<file path="src/logic/irq_pkg.sv">
// How it works
// - ISA-side lines latch a request on rising edge.
// - PCI-side lines request while the level stays high.
// - Line 0 ranks highest, line 7 lowest.
// - Higher priority preempts service; lower waits.
// - Interrupt only for unmasked lines winning arbitration.
// - Mask bit n governs request line n.
// - Mask one blocks a line, zero allows it.
// - Mask register read and written at port 21h.
// - Controller supplies an 8-bit vector after interrupting.
// - Processor indexes vector table in lowest 1024 bytes.
// - Software clears source flag, then sends done command.
// - Peripherals space requests at least 125 ns apart.
// - Fifteen usable lines from two cascaded eight-line banks.
// - Software checks every source sharing one line.
package irq_pkg;
    localparam int NUM_LINES = 16;
    localparam int LINE_W = 4;
    localparam int BANK_LINES = 8;
    localparam logic [7:0] PORT_CMD_MASTER = 8'h20;
    localparam logic [7:0] PORT_MASK_MASTER = 8'h21;
    localparam logic [7:0] PORT_CMD_SLAVE = 8'ha0;
    localparam logic [7:0] PORT_MASK_SLAVE = 8'ha1;
    localparam logic [7:0] SERVICE_DONE_COMMAND = 8'h20;
    localparam logic [7:0] MASK_RESET = 8'hff;
    localparam logic [7:0] VECTOR_BASE_MASTER = 8'h08;
    localparam logic [7:0] VECTOR_BASE_SLAVE = 8'h70;
    localparam logic [2:0] SPURIOUS_LINE = 3'h7;
    localparam logic [3:0] CASCADE_LINE = 4'h2;
    localparam logic [4:0] RANK_NONE = 5'h10;
    localparam int TABLE_ADDR_W = 10;
    localparam int ENTRY_SHIFT = 2;
    localparam int REQ_SPACING_NS = 125;
    // Host-side register map, word indices on the Avalon-MM port.
    localparam logic [2:0] REG_COMMAND = 3'h0;
    localparam logic [2:0] REG_IO = 3'h1;
    localparam logic [2:0] REG_RESULT = 3'h2;
    localparam logic [2:0] REG_STATUS = 3'h3;
    localparam logic [2:0] REG_IRQ_MASK = 3'h4;
    localparam int CMD_WRITE_BIT = 0;
    localparam int CMD_READ_BIT = 1;
    localparam int CMD_AUTO_BIT = 2;
    localparam int ST_OP_DONE_BIT = 0;
    localparam int ST_VECTOR_BIT = 1;
    localparam int ST_W = 2;
    localparam int RES_BUSY_BIT = 31;

    typedef enum logic [1:0] {
        HOST_IDLE = 2'b00,
        HOST_WAIT = 2'b01
    } host_state_type;

    // Cascade on line 2: order is 0, 1, 8..15, 3..7; line 2 itself never wins.
    function automatic logic [4:0] line_rank(input logic [3:0] idx);
        logic [4:0] r;
        r = {1'b0, idx};
        if (idx >= 4'h8) begin
            r = 5'(idx - 4'h6);
        end else if (idx == CASCADE_LINE) begin
            r = 5'h0f;
        end else if (idx > CASCADE_LINE) begin
            r = 5'(idx + 4'h7);
        end
        return r;
    endfunction: line_rank
endpackage: irq_pkg

</file>
<file path="src/logic/irq_link_if.sv">
interface irq_link_if;
    logic io_read;
    logic io_write;
    logic io_inta;
    logic [7:0] io_addr;
    logic [7:0] io_wdata;
    logic [7:0] io_rdata;
    logic io_ack;
    logic int_request;

    modport device (
        input io_read,
        input io_write,
        input io_inta,
        input io_addr,
        input io_wdata,
        output io_rdata,
        output io_ack,
        output int_request
    );

    modport host (
        output io_read,
        output io_write,
        output io_inta,
        output io_addr,
        output io_wdata,
        input io_rdata,
        input io_ack,
        input int_request
    );
endinterface: irq_link_if

</file>
<file path="src/logic/priority_request_controller.sv">
module priority_request_controller
    import irq_pkg::*;
#(
    parameter logic [NUM_LINES-1:0] LEVEL_LINES = 16'h0c00
) (
    input wire logic clk,
    input wire logic srst,
    irq_link_if.device link,
    input wire logic [NUM_LINES-1:0] request_line_n
);
    logic [NUM_LINES-1:0] sync1_reg;
    logic [NUM_LINES-1:0] sync2_reg;
    logic [NUM_LINES-1:0] sync3_reg;
    logic [NUM_LINES-1:0] level_reg;
    logic [NUM_LINES-1:0] level_next;
    logic [NUM_LINES-1:0] pending_reg;
    logic [NUM_LINES-1:0] inservice_reg;
    logic [NUM_LINES-1:0] mask_reg;
    logic [NUM_LINES-1:0] requests;
    logic [NUM_LINES-1:0] eligible;
    logic [NUM_LINES-1:0] grant_clear;
    logic [NUM_LINES-1:0] done_clear;
    logic [4:0] best_rank;
    logic [3:0] best_idx;
    logic [4:0] svc_rank;
    logic [4:0] master_done_rank;
    logic [4:0] slave_done_rank;
    logic [3:0] master_done_idx;
    logic [3:0] slave_done_idx;
    logic win;
    logic take;
    logic ack_reg;
    logic int_reg;
    logic [7:0] rdata_reg;

    assign link.io_ack = ack_reg;
    assign link.int_request = int_reg;
    assign link.io_rdata = rdata_reg;
    assign take = (link.io_read || link.io_write || link.io_inta) && !ack_reg;

    // Three-stage synchroniser; a level counts once stages two and three agree.
    always_ff @(posedge clk) begin
        if (srst) begin
            sync1_reg <= '0;
            sync2_reg <= '0;
            sync3_reg <= '0;
            level_reg <= '0;
        end else begin
            sync1_reg <= request_line_n;
            sync2_reg <= sync1_reg;
            sync3_reg <= sync2_reg;
            level_reg <= level_next;
        end
    end

    assign level_next = (sync2_reg & sync3_reg) | (level_reg & (sync2_reg | sync3_reg));

    // Edge lines latch a request; a rise in the grant cycle is kept.
    always_ff @(posedge clk) begin
        if (srst) begin
            pending_reg <= '0;
        end else begin
            pending_reg <= (pending_reg & ~grant_clear) | (level_next & ~level_reg);
        end
    end

    always_comb begin
        requests = (pending_reg & ~LEVEL_LINES) | (level_reg & LEVEL_LINES);
        eligible = requests & ~mask_reg & ~inservice_reg;
        if (mask_reg[CASCADE_LINE]) begin
            eligible[NUM_LINES-1:BANK_LINES] = '0;
        end
        eligible[CASCADE_LINE] = 1'b0;
    end

    // Arbitration by rank, against the best line now in service.
    always_comb begin
        best_rank = RANK_NONE;
        best_idx = '0;
        svc_rank = RANK_NONE;
        master_done_rank = RANK_NONE;
        slave_done_rank = RANK_NONE;
        master_done_idx = '0;
        slave_done_idx = '0;
        for (int i = 0; i < NUM_LINES; i++) begin
            if (eligible[i] && line_rank(LINE_W'(i)) < best_rank) begin
                best_rank = line_rank(LINE_W'(i));
                best_idx = LINE_W'(i);
            end
            if (inservice_reg[i] && line_rank(LINE_W'(i)) < svc_rank) begin
                svc_rank = line_rank(LINE_W'(i));
            end
            if (inservice_reg[i] && i < BANK_LINES
                && line_rank(LINE_W'(i)) < master_done_rank) begin
                master_done_rank = line_rank(LINE_W'(i));
                master_done_idx = LINE_W'(i);
            end
            if (inservice_reg[i] && i >= BANK_LINES
                && line_rank(LINE_W'(i)) < slave_done_rank) begin
                slave_done_rank = line_rank(LINE_W'(i));
                slave_done_idx = LINE_W'(i);
            end
        end
        win = best_rank < svc_rank;
    end

    always_comb begin
        grant_clear = '0;
        done_clear = '0;
        if (take && link.io_inta && win) begin
            grant_clear[best_idx] = 1'b1;
        end
        if (take && link.io_write && link.io_wdata == SERVICE_DONE_COMMAND) begin
            if (link.io_addr == PORT_CMD_MASTER && master_done_rank != RANK_NONE) begin
                done_clear[master_done_idx] = 1'b1;
            end
            if (link.io_addr == PORT_CMD_SLAVE && slave_done_rank != RANK_NONE) begin
                done_clear[slave_done_idx] = 1'b1;
            end
        end
    end

    always_ff @(posedge clk) begin
        if (srst) begin
            inservice_reg <= '0;
        end else begin
            inservice_reg <= (inservice_reg & ~done_clear) | grant_clear;
        end
    end

    always_ff @(posedge clk) begin
        if (srst) begin
            mask_reg <= {MASK_RESET, MASK_RESET};
        end else if (take && link.io_write) begin
            if (link.io_addr == PORT_MASK_MASTER) begin
                mask_reg[BANK_LINES-1:0] <= link.io_wdata;
            end
            if (link.io_addr == PORT_MASK_SLAVE) begin
                mask_reg[NUM_LINES-1:BANK_LINES] <= link.io_wdata;
            end
        end
    end

    always_ff @(posedge clk) begin
        if (srst) begin
            int_reg <= 1'b0;
        end else begin
            int_reg <= win && !grant_clear[best_idx];
        end
    end

    always_ff @(posedge clk) begin
        if (srst) begin
            ack_reg <= 1'b0;
        end else begin
            ack_reg <= take;
        end
    end

    // A vector fetch with no winner returns the master's spurious vector.
    always_ff @(posedge clk) begin
        if (srst) begin
            rdata_reg <= '0;
        end else if (take) begin
            rdata_reg <= '0;
            if (link.io_inta) begin
                if (!win) begin
                    rdata_reg <= VECTOR_BASE_MASTER + {5'h00, SPURIOUS_LINE};
                end else if (best_idx >= LINE_W'(BANK_LINES)) begin
                    rdata_reg <= VECTOR_BASE_SLAVE + {5'h00, best_idx[2:0]};
                end else begin
                    rdata_reg <= VECTOR_BASE_MASTER + {5'h00, best_idx[2:0]};
                end
            end else if (link.io_read && link.io_addr == PORT_MASK_MASTER) begin
                rdata_reg <= mask_reg[BANK_LINES-1:0];
            end else if (link.io_read && link.io_addr == PORT_MASK_SLAVE) begin
                rdata_reg <= mask_reg[NUM_LINES-1:BANK_LINES];
            end
        end
    end
endmodule: priority_request_controller

</file>
<file path="src/flat_wrapper.sv">
// flat-port wrapper written by rule: the top's interface ports become plain ports
module priority_request_controller_flat import irq_pkg::*;
#(
    parameter logic [NUM_LINES-1:0] LEVEL_LINES = 16'h0c00
)
  (clk, srst, request_line_n, link_io_read, link_io_write, link_io_inta, link_io_addr, link_io_wdata, link_io_rdata, link_io_ack, link_int_request);
  irq_link_if link_i ();
  input wire logic clk;
  input wire logic srst;
  input wire logic [NUM_LINES-1:0] request_line_n;
  input wire logic [$bits(link_i.io_read)-1:0] link_io_read;
  input wire logic [$bits(link_i.io_write)-1:0] link_io_write;
  input wire logic [$bits(link_i.io_inta)-1:0] link_io_inta;
  input wire logic [$bits(link_i.io_addr)-1:0] link_io_addr;
  input wire logic [$bits(link_i.io_wdata)-1:0] link_io_wdata;
  output wire logic [$bits(link_i.io_rdata)-1:0] link_io_rdata;
  output wire logic [$bits(link_i.io_ack)-1:0] link_io_ack;
  output wire logic [$bits(link_i.int_request)-1:0] link_int_request;
  assign link_i.io_read = link_io_read;
  assign link_i.io_write = link_io_write;
  assign link_i.io_inta = link_io_inta;
  assign link_i.io_addr = link_io_addr;
  assign link_i.io_wdata = link_io_wdata;
  assign link_io_rdata = link_i.io_rdata;
  assign link_io_ack = link_i.io_ack;
  assign link_int_request = link_i.int_request;
  priority_request_controller #(.LEVEL_LINES(LEVEL_LINES)) u_core (.clk(clk), .srst(srst), .link(link_i), .request_line_n(request_line_n));
endmodule
</file>
<file path="config.mk">
export PLATFORM = sky130hd
export DESIGN_NAME = priority_request_controller_flat
export DESIGN_NICKNAME = d
export VERILOG_FILES = /design/src/logic/irq_pkg.sv /design/src/logic/irq_link_if.sv /design/src/logic/priority_request_controller.sv /design/src/flat_wrapper.sv
export SDC_FILE = /design/constraint.sdc
export NUM_CORES = 1
export LEC_CHECK = 0
export BUFFER_PORTS_ARGS = -buffer_cell sky130_fd_sc_hd__buf_2
export CAP_MARGIN = 20
export CELL_PAD_IN_SITES_DETAIL_PLACEMENT = 0
export CELL_PAD_IN_SITES_GLOBAL_PLACEMENT = 2
export CORE_MARGIN = 4
export CORE_UTILIZATION = 28
export CTS_CLUSTER_DIAMETER = 60
export DETAILED_ROUTE_END_ITERATION = 8
export HOLD_SLACK_MARGIN = 0.02
export PLACE_DENSITY = 0.6
export SYNTH_ARGS = -nofsm -noshare
export SYNTH_HDL_FRONTEND = slang
export SYNTH_SLANG_ARGS = --single-unit
</file>
<file path="constraint.sdc">
create_clock -name clk -period 8 [get_ports clk]
set_input_delay 1.2 -clock clk [delete_from_list [all_inputs] [get_ports clk]]
set_output_delay 1.2 -clock clk [all_outputs]
set_load 0.03 [all_outputs]
</file>
After elaboration in Yosys (flattened, before gate mapping)
Index checks and enable logic that the tools add are counted.
Storage, ports and cells
  bits of input ports: 37
  bits in registers: 122
Cells by class
  equal/unequal tests: 7
  mux-type cells: 87
  reduce and logical (&&, ||, !) cells: 55
  bitwise gates (word level): 18
  $lt $le $gt $ge: 44
  add/subtract/negate cells: 2
Operators with widths (number)
  $mux W5: 39
  $and A16 B16 Y16: 7
  $mux W4: 27
  $lt A4 B5 Y1 const A: 17
  $mux W16: 5
  $not A16 Y16: 5
  $or A16 B16 Y16: 5
  $lt A3 B5 Y1 const A: 12
  $logic_and A1 B1 Y1: 49
  $mux W8: 6
  $lt A2 B5 Y1 const A: 5
  $eq A8 B6 Y1 const B: 3
  $eq A8 B8 Y1 const B: 2
  $or A16 B12 Y16: 1
  $lt A4 B5 Y1 const B: 3
  $demux W1 S4: 3
  $ge A4 B1 Y1 const B: 3
  $lt A1 B5 Y1 const A: 2
  $ne A5 B5 Y1 const B: 2
  $add A7 B3 Y8 const A: 1
  $mux W1: 6
  $add A4 B3 Y5 const A: 1
  $lt A5 B5 Y1: 1
  $bmux W1 S4: 1
  other kinds (4): 7

Logic depth before layout (Yosys ltp)
Gate-level depths: netlist (run 1).
  depth in word-level cells: 55
  mapped depth: 15
  depth with buffers taken out: 13

Worst setup path after synthesis (run 1)
Ideal clock, no wire load.
  kind: register -> register
  start: reg u_core.inservice_reg[0]
  end: reg u_core.pending_reg[14]
  library setup time: 0.117 ns
  required time: 7.883 ns
  buffers on the path: 0
  data arrival time: 3.690 ns
  cell stages (with the launch flop): 14
  period minus slack after synthesis: 3.808 ns
  slack: 4.192 ns
  path through: dfxtp_1 -> or3b_2 -> a31oi_1 -> a31oi_1 -> o21a_1 -> a21oi_1 -> ha_1 -> and4_1 -> a41oi_1 -> o21ai_0 -> a41oi_1 -> a31oi_4 -> or4_1 -> a32o_2
On the way
  cells in the longest elaborated chain, start to end: 53
  elaborated cells between the ends (all ways): 116
  classes of those cells: order compare: 32; mux: 48; bitwise: 5; reduce/logical: 31
RTL lines
  start, declared: line priority_request_controller.sv:17  | logic [NUM_LINES-1:0] inservice_reg;
  start signal, assigned: line priority_request_controller.sv:127  | inservice_reg <= (inservice_reg & ~done_clear) | grant_clear;
  branches (longest 49 deep; another with $lt A1 B5 Y1)
  $mux W16 *: line priority_request_controller.sv:110  | if (take && link.io_inta && win) begin
  $not A16 Y16 *: line priority_request_controller.sv:63  | pending_reg <= (pending_reg & ~grant_clear) | (level_next & ~level_reg);
  $and A16 B16 Y16 *: line priority_request_controller.sv:63
  $or A16 B16 Y16 *: line priority_request_controller.sv:63
  end signal, assigned: line priority_request_controller.sv:63
  end, declared: line priority_request_controller.sv:16  | logic [NUM_LINES-1:0] pending_reg;
Mark *: on every way between the ends.
A chain may end at the register's enable or synchronous reset.

Final worst setup path (run 1)
  start: reg u_core.mask_reg[2]
  end: reg u_core.pending_reg[14]
On the way
  cells in the longest elaborated chain, start to end: 32
  elaborated cells between the ends (all ways): 43
  classes of those cells: order compare: 10; mux: 20; bitwise: 3; reduce/logical: 10
RTL lines
  start, declared: line priority_request_controller.sv:18  | logic [NUM_LINES-1:0] mask_reg;
  start signal, assigned: line priority_request_controller.sv:133  | mask_reg <= {MASK_RESET, MASK_RESET};
  start signal, assigned by index: line priority_request_controller.sv:136  | mask_reg[BANK_LINES-1:0] <= link.io_wdata;
  start signal, assigned by index: line priority_request_controller.sv:139  | mask_reg[NUM_LINES-1:BANK_LINES] <= link.io_wdata;
  $mux W8 *: line priority_request_controller.sv:70  | if (mask_reg[CASCADE_LINE]) begin
  $logic_and A1 B1 Y1: line priority_request_controller.sv:86  | if (eligible[i] && line_rank(LINE_W'(i)) < best_rank) begin
  $mux W5: line priority_request_controller.sv:86
  $lt A2 B5 Y1: line priority_request_controller.sv:86
  $logic_and A1 B1 Y1: line priority_request_controller.sv:86
  $mux W5: line priority_request_controller.sv:86
  $lt A3 B5 Y1: line priority_request_controller.sv:86
  $logic_and A1 B1 Y1: line priority_request_controller.sv:86
  [... 16 more ...]
  $lt A4 B5 Y1 (not written as such) or $ge A4 B1 Y1 (tied branches): line priority_request_controller.sv:111  | grant_clear[best_idx] = 1'b1;
  $logic_and A1 B1 Y1 (not written as such): line priority_request_controller.sv:111
  $mux W1 (not written as such): line priority_request_controller.sv:111
  $demux W1 S4
  $mux W16 *: line priority_request_controller.sv:110
  $not A16 Y16 *: line priority_request_controller.sv:63
  $and A16 B16 Y16 *: line priority_request_controller.sv:63
  $or A16 B16 Y16 *: line priority_request_controller.sv:63
Mark *: on every way between the ends. The rest lies on a longest branch, timed or not.

==> qor.csv, run 1 <==
metric,value,unit
slowest_delay,0.67,ns
worstPathCellList,nor4b_2 -> or4_4 -> a311oi_4 -> a21oi_1 -> ha_1 -> and4_1 -> a41oi_1 -> o21ai_0 -> a41oi_1 -> a31oi_4 -> or4_1 -> a32o_2,
clockBufferDepth,2,
worstSetupEndpointType,flip-flop,
worstPathMaxFanout,16,
ir_worst_vdd,198,uV
cts_buffers,17,
reg2reg_depth,12,
ys.flop_type,dfxtp_1,
row_count,49,
htree_levels,4,
ctsResizeCount,0,
synth_cell_type_count,65,
overflow,0,
setup_violations,0,
critPathBufInv,0,
cts.clk_slew.worst_paths,0.06,ns
fin_skew,0.00623,ns
reg2reg_setup_slack,3.25,ns
placed_cells,827,
synthArstFlopShare,0,%
slew_headroom,48.2,%
timing.rr.end,u_core.pending_reg[14]$_SDFF_PP0_,
crit_start,u_core.mask_reg[2]$_SDFFE_PP1P_,
track_usage,15.1,%
cts.sinks,115,
crit_required,8.31,ns
nets,658,
placed_cell_area,5580,um^2
hold_end,u_core.sync2_reg[13]$_SDFF_PP0_,
syn_area_per_cell,9.02,um^2
die_w,144,um
core-area,18100,um^2
hold_depth,1,
critPathSlowestCell,dfxtp_1,
p_per_area,223,nW/um^2
max_slew.worst_pin.slew,0.770,ns
hold_class,reg -> reg,
area_growth,18.6,%
clock.fmax,210,MHz
path_class,reg -> reg,
status,completed,
final_common_cell,dfxtp_1,
gp_congestion,0.894,
dr.first_iter.drc_count,234,
critPathMostFrequentCell,a41oi_1,
cts_setup_buffers,0,
grt_pass1_vias,4238,
viasPerCell,5.13,
fp.dieArea,20700,um^2
yosysSeqAreaShare,44.4,%
rsz0062_at_grt,no,
hold_buffers,0,
dp_hpwl,11.2,mm
min_from,u_core.sync1_reg[13]$_SDFF_PP0_,
post-route-min-period,4.75,ns
grt_antenna_before_repair,0,
final_cells,859,
fin_area,6150,um^2
setup_tns,0,ns
post-route-period-util,59.4,%
synth-edff-count,0,
synth_top_area_share,44.4,%
routed-via-count,4410,
wl,15.0,mm
io_pins,47,
yosysWarningCount,0,
syn_inst,574,
crit_arrival,5.06,ns
grt_max_degree,61,
start_util,28.6,%
cpLargestDelayFamily,compound AO/OA/AOI/OAI gates,
cts_tree,yes,
syn-num-nets,615,
die_height,144,um
final_antenna_net_count,0,
critical_path.startpoint_type,flip-flop,
drv_cap,0,
dr.pass1.iters,5,
antenna_cells,0,
clock-root-buffer,clkbuf_16,
hold_violations,0,
drive_gt1_share,17.6,%
r2r_start,u_core.mask_reg[2]$_SDFFE_PP1P_,
routedWlPerCell,17.5,um
drc,0,
mostFrequentLayoutCells,"dfxtp_1 (115), nand2_1 (60), nor2b_1 (51)",
portBuffers,45,
slew_viol_final,0,
grt_pass1_wl,23.7,mm
clk_latency,0.42,ns
leakagePower,2.29,nW
syn_area,5180,um^2
yosys_register_bits,115,
synth_top_area_cell,dfxtp_1,
synth.area.top_cells,"dfxtp_1 (44%), nor2b_1 (6.2%), nand2_1 (4.3%)",
logic make-up (layout without fill, tap and decap cells):
| group | Yosys count | count (layout) | share of synthesized area (%) |
|---|---|---|---|
| AOI/OAI and AO/OA | 141 | 141 | 18.5 |
| adders and majority gates | 4 | 4 | 0.966 |
| DFF | 115 | 115 | 44.4 |
| muxes | 16 | 16 | 3.09 |
| and+or+nand+nor | 265 | 265 | 29.7 |
| buffers and inverters | 33 | 89 | 3.26 |
per-stage QoR:
| stage | power (mW) | util, % | hold slack, ns | worst slack [ns] |
|---|---|---|---|---|
| 4_1_cts | 1.40 | 34.0 | 0.437 | 3.22 |
| 6_report | 1.37 | 34.0 | 0.434 | 3.25 |
| 2_1_floorplan | 0.638 | - | 0.414 | 4.19 |
| 5_1_grt | 1.43 | 34.0 | 0.460 | 2.89 |
| 3_3_place_gp | 0.658 | 30.8 | 0.419 | 3.31 |
| 3_5_place_dp | 0.659 | 30.8 | 0.424 | 3.27 |
layer usage:
metal	GRT usage [%]	part of all wire, %	vias to the layer above
li1	-	-	2194
met1	21.0	49	2089
met2	22.2	43	102
met3	4.23	4.7	25
met4	5.75	2.8	0
met5	0	0	-
synthesized netlist by cell type (3+ instances only):
cell and n:
ha_1 4, nand2b_1 8, nor4_1 8, or3b_2 6
nor3_1 19, dfxtp_1 115, nor2b_1 51, o21bai_1 4
o31ai_1 5, a31oi_1 12, nand3b_1 12, nand3_1 11
o311ai_0 3, o22ai_1 3, nor3b_1 9, inv_1 9
or4b_1 4, or4b_4 4, a21oi_1 31, a311oi_1 6
o221a_2 3, o211ai_1 9, or3_1 6, o21ai_0 43
buf_6 3, clkbuf_1 16, nand4_1 4, nand2_1 60
a41oi_1 4, nor2_1 39, nor4b_1 7, mux2i_1 16
final cells by class:
class / count / area (um^2)
fill: 1889 / 11900
multi-input combinational: 426 / 2710
sequential: 115 / 2300
clock buffer: 19 / 443
tap: 229 / 287
timing repair buffer: 47 / 240
clock inverter: 13 / 128
inverter: 10 / 37.5
worst max-delay path by stage:
| stage | to | cells after the start |
|---|---|---|
| finish | u_core.pending_reg[14]$_SDFF_PP0_ | 12 |
| global route | u_core.pending_reg[3]$_SDFF_PP0_ | 12 |
| CTS | u_core.pending_reg[3]$_SDFF_PP0_ | 12 |
| detailed placement | u_core.pending_reg[14]$_SDFF_PP0_ | 12 |
| global placement | u_core.pending_reg[14]$_SDFF_PP0_ | 12 |
| floorplan | u_core.pending_reg[14]$_SDFF_PP0_ | 13 |
report_power, final:
part / switching, mW / internal, mW / leakage (nW)
clock network: 0.288 / 0.439 / 0.271
registers: 0.00626 / 0.586 / 0.937
logic: 0.0332 / 0.0202 / 1.08
No activity file was read; power rests on OpenSTA's default activity.
==> inputs of run 2 (changes only) <==
- clock period: 8 -> 4.5 ns (I/O delays scaled with it)
==> run 2 against run 1 <==
Worst hold slack worse by 0.0022 ns; die area stayed put; critical path depth stayed put; sequential share of layout area is 1.4 points lower; largest power group unchanged; clock-buffer cell count is 1 higher; critical endpoint unchanged; clock skew is 0.0041 ns higher; flip-flop and latch count stayed put; routed wire length is 2.9% higher; non-clock buffer count is 25 higher; first-iteration DRC count is 16% lower.
==> qor.csv, run 2 (synthesis gave the netlist of run 1 again) <==
metric,value,unit,change
cts.clk_slew.worst_paths,0.06,ns,about the same
grt_pass1_vias,4483,,+5.8%
crit_arrival,4.49,ns,-0.57 ns
post-route-min-period,4.18,ns,-0.570 ns
die_w,144,um,unchanged
power,2.52,mW,+83%
cts_setup_buffers,0,,unchanged
critical_path.startpoint_type,flip-flop,,
overflow,0,,unchanged
final_cells,884,,+2.9%
post-route-period-util,93.0,%,+34 points
crit_required,4.80,ns,-3.51 ns
dr.pass1.iters,4,,-1
clock-root-buffer,clkbuf_16,,
drv_cap,0,,unchanged
core-area,18100,um^2,unchanged
gp_congestion,0.923,,+3.3%
portBuffers,45,,unchanged
slew_viol_final,0,,unchanged
placed_cells,852,,+3.0%
row_count,49,,unchanged
cts.sinks,115,,unchanged
grt_pass1_wl,25.2,mm,+6.3%
hold_buffers,0,,unchanged
grt_antenna_before_repair,0,,unchanged
start_util,28.6,%,unchanged
status,completed,,
rsz0062_at_grt,no,,
worstPathMaxFanout,16,,unchanged
worstSetupEndpointType,flip-flop,,
io_pins,47,,unchanged
nets,683,,+3.8%
cts_tree,yes,,
mostFrequentLayoutCells,"dfxtp_1 (114), nand2_1 (60), nor2b_1 (51)",,
fin_skew,0.0104,ns,+0.00413 ns
path_class,reg -> reg,,
viasPerCell,5.03,,-2.1%
fp.dieArea,20700,um^2,unchanged
grt_max_degree,46,,-25%
clockBufferDepth,2,,unchanged
ir_worst_vdd,239,uV,+21%
final_core_util,35.3,%,+1.3 points
clk_latency,0.41,ns,about the same
cts_buffers,17,,unchanged
final_antenna_net_count,0,,unchanged
hold_violations,0,,unchanged
area_growth,23.2,%,
drive_gt1_share,21.2,%,+3.6 points
hold_ws,0.432,ns,-0.00218 ns
dr.first_iter.drc_count,196,,-16%
multi_input_area,2720,um^2,+0.23%
setup_tns,0,ns,unchanged
ff_latch_area,2300,um^2,about the same
routed-via-count,4443,,+0.75%
slew_headroom,39.4,%,-8.8 points
clock.fmax,239,MHz,+14%
leakagePower,2.44,nW,+6.6%
htree_levels,4,,unchanged
p_per_area,395,nW/um^2,+77%
max_slew.worst_pin.slew,0.901,ns,+0.131 ns
track_usage,15.9,%,+0.79 points
die_height,144,um,unchanged
final_common_cell,dfxtp_1,,
dp_hpwl,11.8,mm,+6.1%
fillers,1879,,-0.53%
hold_class,reg -> reg,,
antenna_cells,0,,unchanged
setup_violations,0,,unchanged
drc,0,,unchanged
routedWlPerCell,17.5,um,about the same
wl,15.5,mm,+2.9%
## run 2: cell count changes in the layout (fill, tap and decap cells not counted)
cell and change:
nor4_1 -1, buf_4 +25, clkinv_2 -1, nor4_2 +1
clkbuf_8 +2, inv_6 +1, clkinv_4 -2, dfxtp_2 +1
clkbuf_1 -1, dfxtp_1 -1, bufinv_16 +1
## run 2: layout make-up
class / count / share of cell area [%]
repair buffers: 72 / 6.71
clock inverters: 12 / 2.25
multi-input cells: 426 / 42.5
clock buffers: 20 / 7.31
well taps: 229 / 4.49
inverters: 10 / 0.588
flip-flops and latches: 115 / 36.1
## run 2: stage by stage
stage	area, um^2	worst slack, ns
5_1_grt	6380	0.00954
6_report	6380	0.316
4_1_cts	6370	0.0988
3_5_place_dp	5760	0.116
2_1_floorplan	5180	0.692
3_3_place_gp	5760	0.147
## run 2: worst paths after layout
| check | start | end | cells after the start | slack [ns] |
|---|---|---|---|---|
| hold reg to reg | u_core.sync1_reg[1]$_SDFF_PP0_ | u_core.sync2_reg[1]$_SDFF_PP0_ | 1 | 0.43 |
| setup / recovery | u_core.mask_reg[2]$_SDFFE_PP1P_ | u_core.pending_reg[14]$_SDFF_PP0_ | 12 | 0.32 |
| hold / removal | u_core.sync1_reg[1]$_SDFF_PP0_ | u_core.sync2_reg[1]$_SDFF_PP0_ | 1 | 0.43 |
| setup reg to reg | u_core.mask_reg[2]$_SDFFE_PP1P_ | u_core.pending_reg[14]$_SDFF_PP0_ | 12 | 0.32 |
## run 2: timing repair
action                                  4_1_cts  5_1_grt
gates resized for setup                       0        2
hold endpoints to repair                      0        0
endpoints found under the setup margin        0       27
## run 2: layer usage
layer / up-vias / part of all wire [%] / GRT usage, %
met4: 0 / 0.78 / 4.21
met5: - / 0 / 0
met1: 2107 / 50 / 22.3
met2: 89 / 46 / 24.8
li1: 2240 / - / -
met3: 7 / 3.8 / 3.54
## run 2: worst max-delay path, stage by stage, from the launching register on
cell and delay, ns:
dfxtp_2 0.41, nor4b_1 0.77, nor4_1 0.28, o21a_1 0.20, a21oi_1 0.20, ha_1 0.27, and4_1 0.24, a41oi_1 0.21
o21ai_0 0.15, a41oi_1 0.28, a31oi_4 0.18, or4_1 0.59, a32o_2 0.29
## run 2: where the power goes
part	internal (mW)	switching, mW
Sequential	1.04	0.0112
Clock	0.868	0.504
Combinational	0.0360	0.0571
Total	1.95	0.572
==> inputs of run 3 (changes only) <==
- BUFFER_PORTS_ARGS: -buffer_cell sky130_fd_sc_hd__buf_2 -> -buffer_cell sky130_fd_sc_hd__buf_4
==> run 3 against run 2 <==
Global-route usage is 0.32 points higher; flip-flop and latch count unchanged; worst setup slack better by 0.018 ns; clock-buffer cell count down 1; final area grew 2.4%; combinational power increased by 14%; first-iteration DRC count grew 58%; routed wire length increased by 3.1%; largest cell class unchanged.
==> qor.csv, run 3 (synthesis gave the netlist of run 1 again) <==
metric,value,unit,change
critPathBufInv,1,,+1
grt_max_degree,62,,+35%
mostFrequentLayoutCells,"dfxtp_1 (114), buf_4 (79), nand2_1 (60)",,
antenna_cells,0,,unchanged
crit_arrival,4.48,ns,about the same
hold_ws,0.433,ns,+0.00138 ns
path_class,reg -> reg,,
hold_violations,0,,unchanged
hold_depth,1,,unchanged
slew_viol_final,0,,unchanged
max_slew.worst_pin.slew,0.848,ns,-0.0533 ns
clk_latency,0.42,ns,about the same
p_per_area,387,nW/um^2,-2.0%
cts.clk_slew.worst_paths,0.06,ns,about the same
cts_buffers,17,,unchanged
viasPerCell,5.14,,+2.3%
crit_required,4.81,ns,about the same
clock.fmax,240,MHz,+0.42%
post-route-min-period,4.17,ns,-0.0175 ns
placed_cell_area,5930,um^2,+2.9%
setup_violations,0,,unchanged
rsz0062_at_grt,no,,
worstPathCellList,nor4b_1 -> or4_4 -> buf_4 -> a311oi_4 -> a21oi_1 -> ha_1 -> and4_1 -> a41oi_1 -> o21ai_0 -> a41oi_1 -> a31oi_4 -> or4_1 -> a32o_2,,
nets,690,,+1.0%
reg2reg_depth,13,,+1
clock-root-buffer,clkbuf_16,,
cts.sinks,115,,unchanged
slowest_delay,0.78,ns,about the same
post-route-period-util,92.6,%,-0.39 points
dr.first_iter.drc_count,309,,+58%
drc,0,,unchanged
overflow,0,,unchanged
drive_gt1_share,21.9,%,+0.68 points
worstPathMaxFanout,15,,-1
critical_path.startpoint_type,flip-flop,,
status,completed,,
ir_worst_vdd,288,uV,+21%
clockBufferDepth,2,,unchanged
portBuffers,45,,unchanged
hold_class,reg -> reg,,
slew_headroom,42.7,%,+3.3 points
fillers,1840,,-2.1%
drv_cap,0,,unchanged
fin_area,6530,um^2,+2.4%
final_antenna_net_count,0,,unchanged
io_pins,47,,unchanged
row_count,49,,unchanged
cpLargestDelayFamily,simple AND/OR/NAND/NOR gates,,
gp_congestion,0.923,,about the same
routedWlPerCell,17.9,um,+2.3%
fin_skew,0.00719,ns,-0.00317 ns
cts_setup_buffers,0,,unchanged
ctsResizeCount,0,,unchanged
grt_antenna_before_repair,0,,unchanged
cts_tree,yes,,
die_height,144,um,unchanged
dr.pass1.iters,5,,+1
setup_tns,0,ns,unchanged
grt_pass1_vias,4483,,unchanged
fp.dieArea,20700,um^2,unchanged
dp_hpwl,12.0,mm,+1.7%
hold_buffers,0,,unchanged
critPathMostFrequentCell,a41oi_1,,
routed-via-count,4579,,+3.1%
core-area,18100,um^2,unchanged
start_util,28.6,%,unchanged
critPathSlowestCell,nor4b_1,,
cp.depth,13,,+1
wl,15.9,mm,+3.1%
die_w,144,um,unchanged
htree_levels,4,,unchanged
grt_pass1_wl,25.2,mm,+0.16%
worstSetupEndpointType,flip-flop,,
leakagePower,2.51,nW,+2.8%
area_growth,26.1,%,
track_usage,16.2,%,+0.32 points
power,2.53,mW,+0.31%
final_common_cell,dfxtp_1,,
==> run 3: cell types whose count changed in the layout (fill, tap and decap cells not counted), sizes merged <==
cell and delta:
clkinv +5, clkbuf -1, buf +7, inv -1, clkinvlp -3
==> run 3: path summary, 6_finish.rpt <==
| path | from | endpoint | slack (ns) |
|---|---|---|---|
| worst max-delay path | u_core.mask_reg[2]$_SDFFE_PP1P_ | u_core.pending_reg[14]$_SDFF_PP0_ | 0.33 |
| worst min-delay path | u_core.sync1_reg[3]$_SDFF_PP0_ | u_core.sync2_reg[3]$_SDFF_PP0_ | 0.43 |
| worst max register to register | u_core.mask_reg[2]$_SDFFE_PP1P_ | u_core.pending_reg[14]$_SDFF_PP0_ | 0.33 |
| worst min register to register | u_core.sync1_reg[3]$_SDFF_PP0_ | u_core.sync2_reg[3]$_SDFF_PP0_ | 0.43 |
==> run 3: layout make-up <==
| type | count | area, um^2 | share of cell area (%) |
|---|---|---|---|
| repair buffers | 79 | 593 | 9.08 |
| clock inverters | 13 | 149 | 2.28 |
| inverters | 10 | 37.5 | 0.575 |
| multi-input cells | 426 | 2710 | 41.5 |
| clock buffers | 19 | 453 | 6.93 |
| flip-flops and latches | 115 | 2300 | 35.3 |
| well taps | 229 | 287 | 4.39 |
==> run 3: routing by layer <==
metal / vias to the layer above / wire, um / part of all wire, % / global-route usage, %
met5: - / 0 / 0 / 0
met4: 0 / 392 / 2.5 / 7.48
met3: 24 / 864 / 5.4 / 4.20
met2: 140 / 7060 / 44 / 24.1
met1: 2166 / 7630 / 48 / 22.0
li1: 2249 / - / - / -
==> run 3: through the flow <==
stage               std cells  utilization (%)  setup WS [ns]
floorplan                 574                -          0.692
detailed placement        859             32.8          0.150
global route              891             36.1         0.0880
finish                    891             36.1          0.334
global placement          859             32.8          0.200
CTS                       891             36.1          0.146
==> run 3: power by group <==
part / internal [mW] / switching [mW] / leakage, nW
logic: 0.0477 / 0.0584 / 1.27
clock network: 0.851 / 0.516 / 0.298
registers: 1.04 / 0.0113 / 0.936
total: 1.94 / 0.585 / 2.51
==> run 3: worst register-to-register path, delay by kind of cell, from the launching register on <==
family / cells / cell delay [ns]
buf+inv: 1 / 0.15
simple gates: 4 / 1.86
fa+ha+maj: 1 / 0.28
compound gates: 7 / 1.35
flops: 1 / 0.40
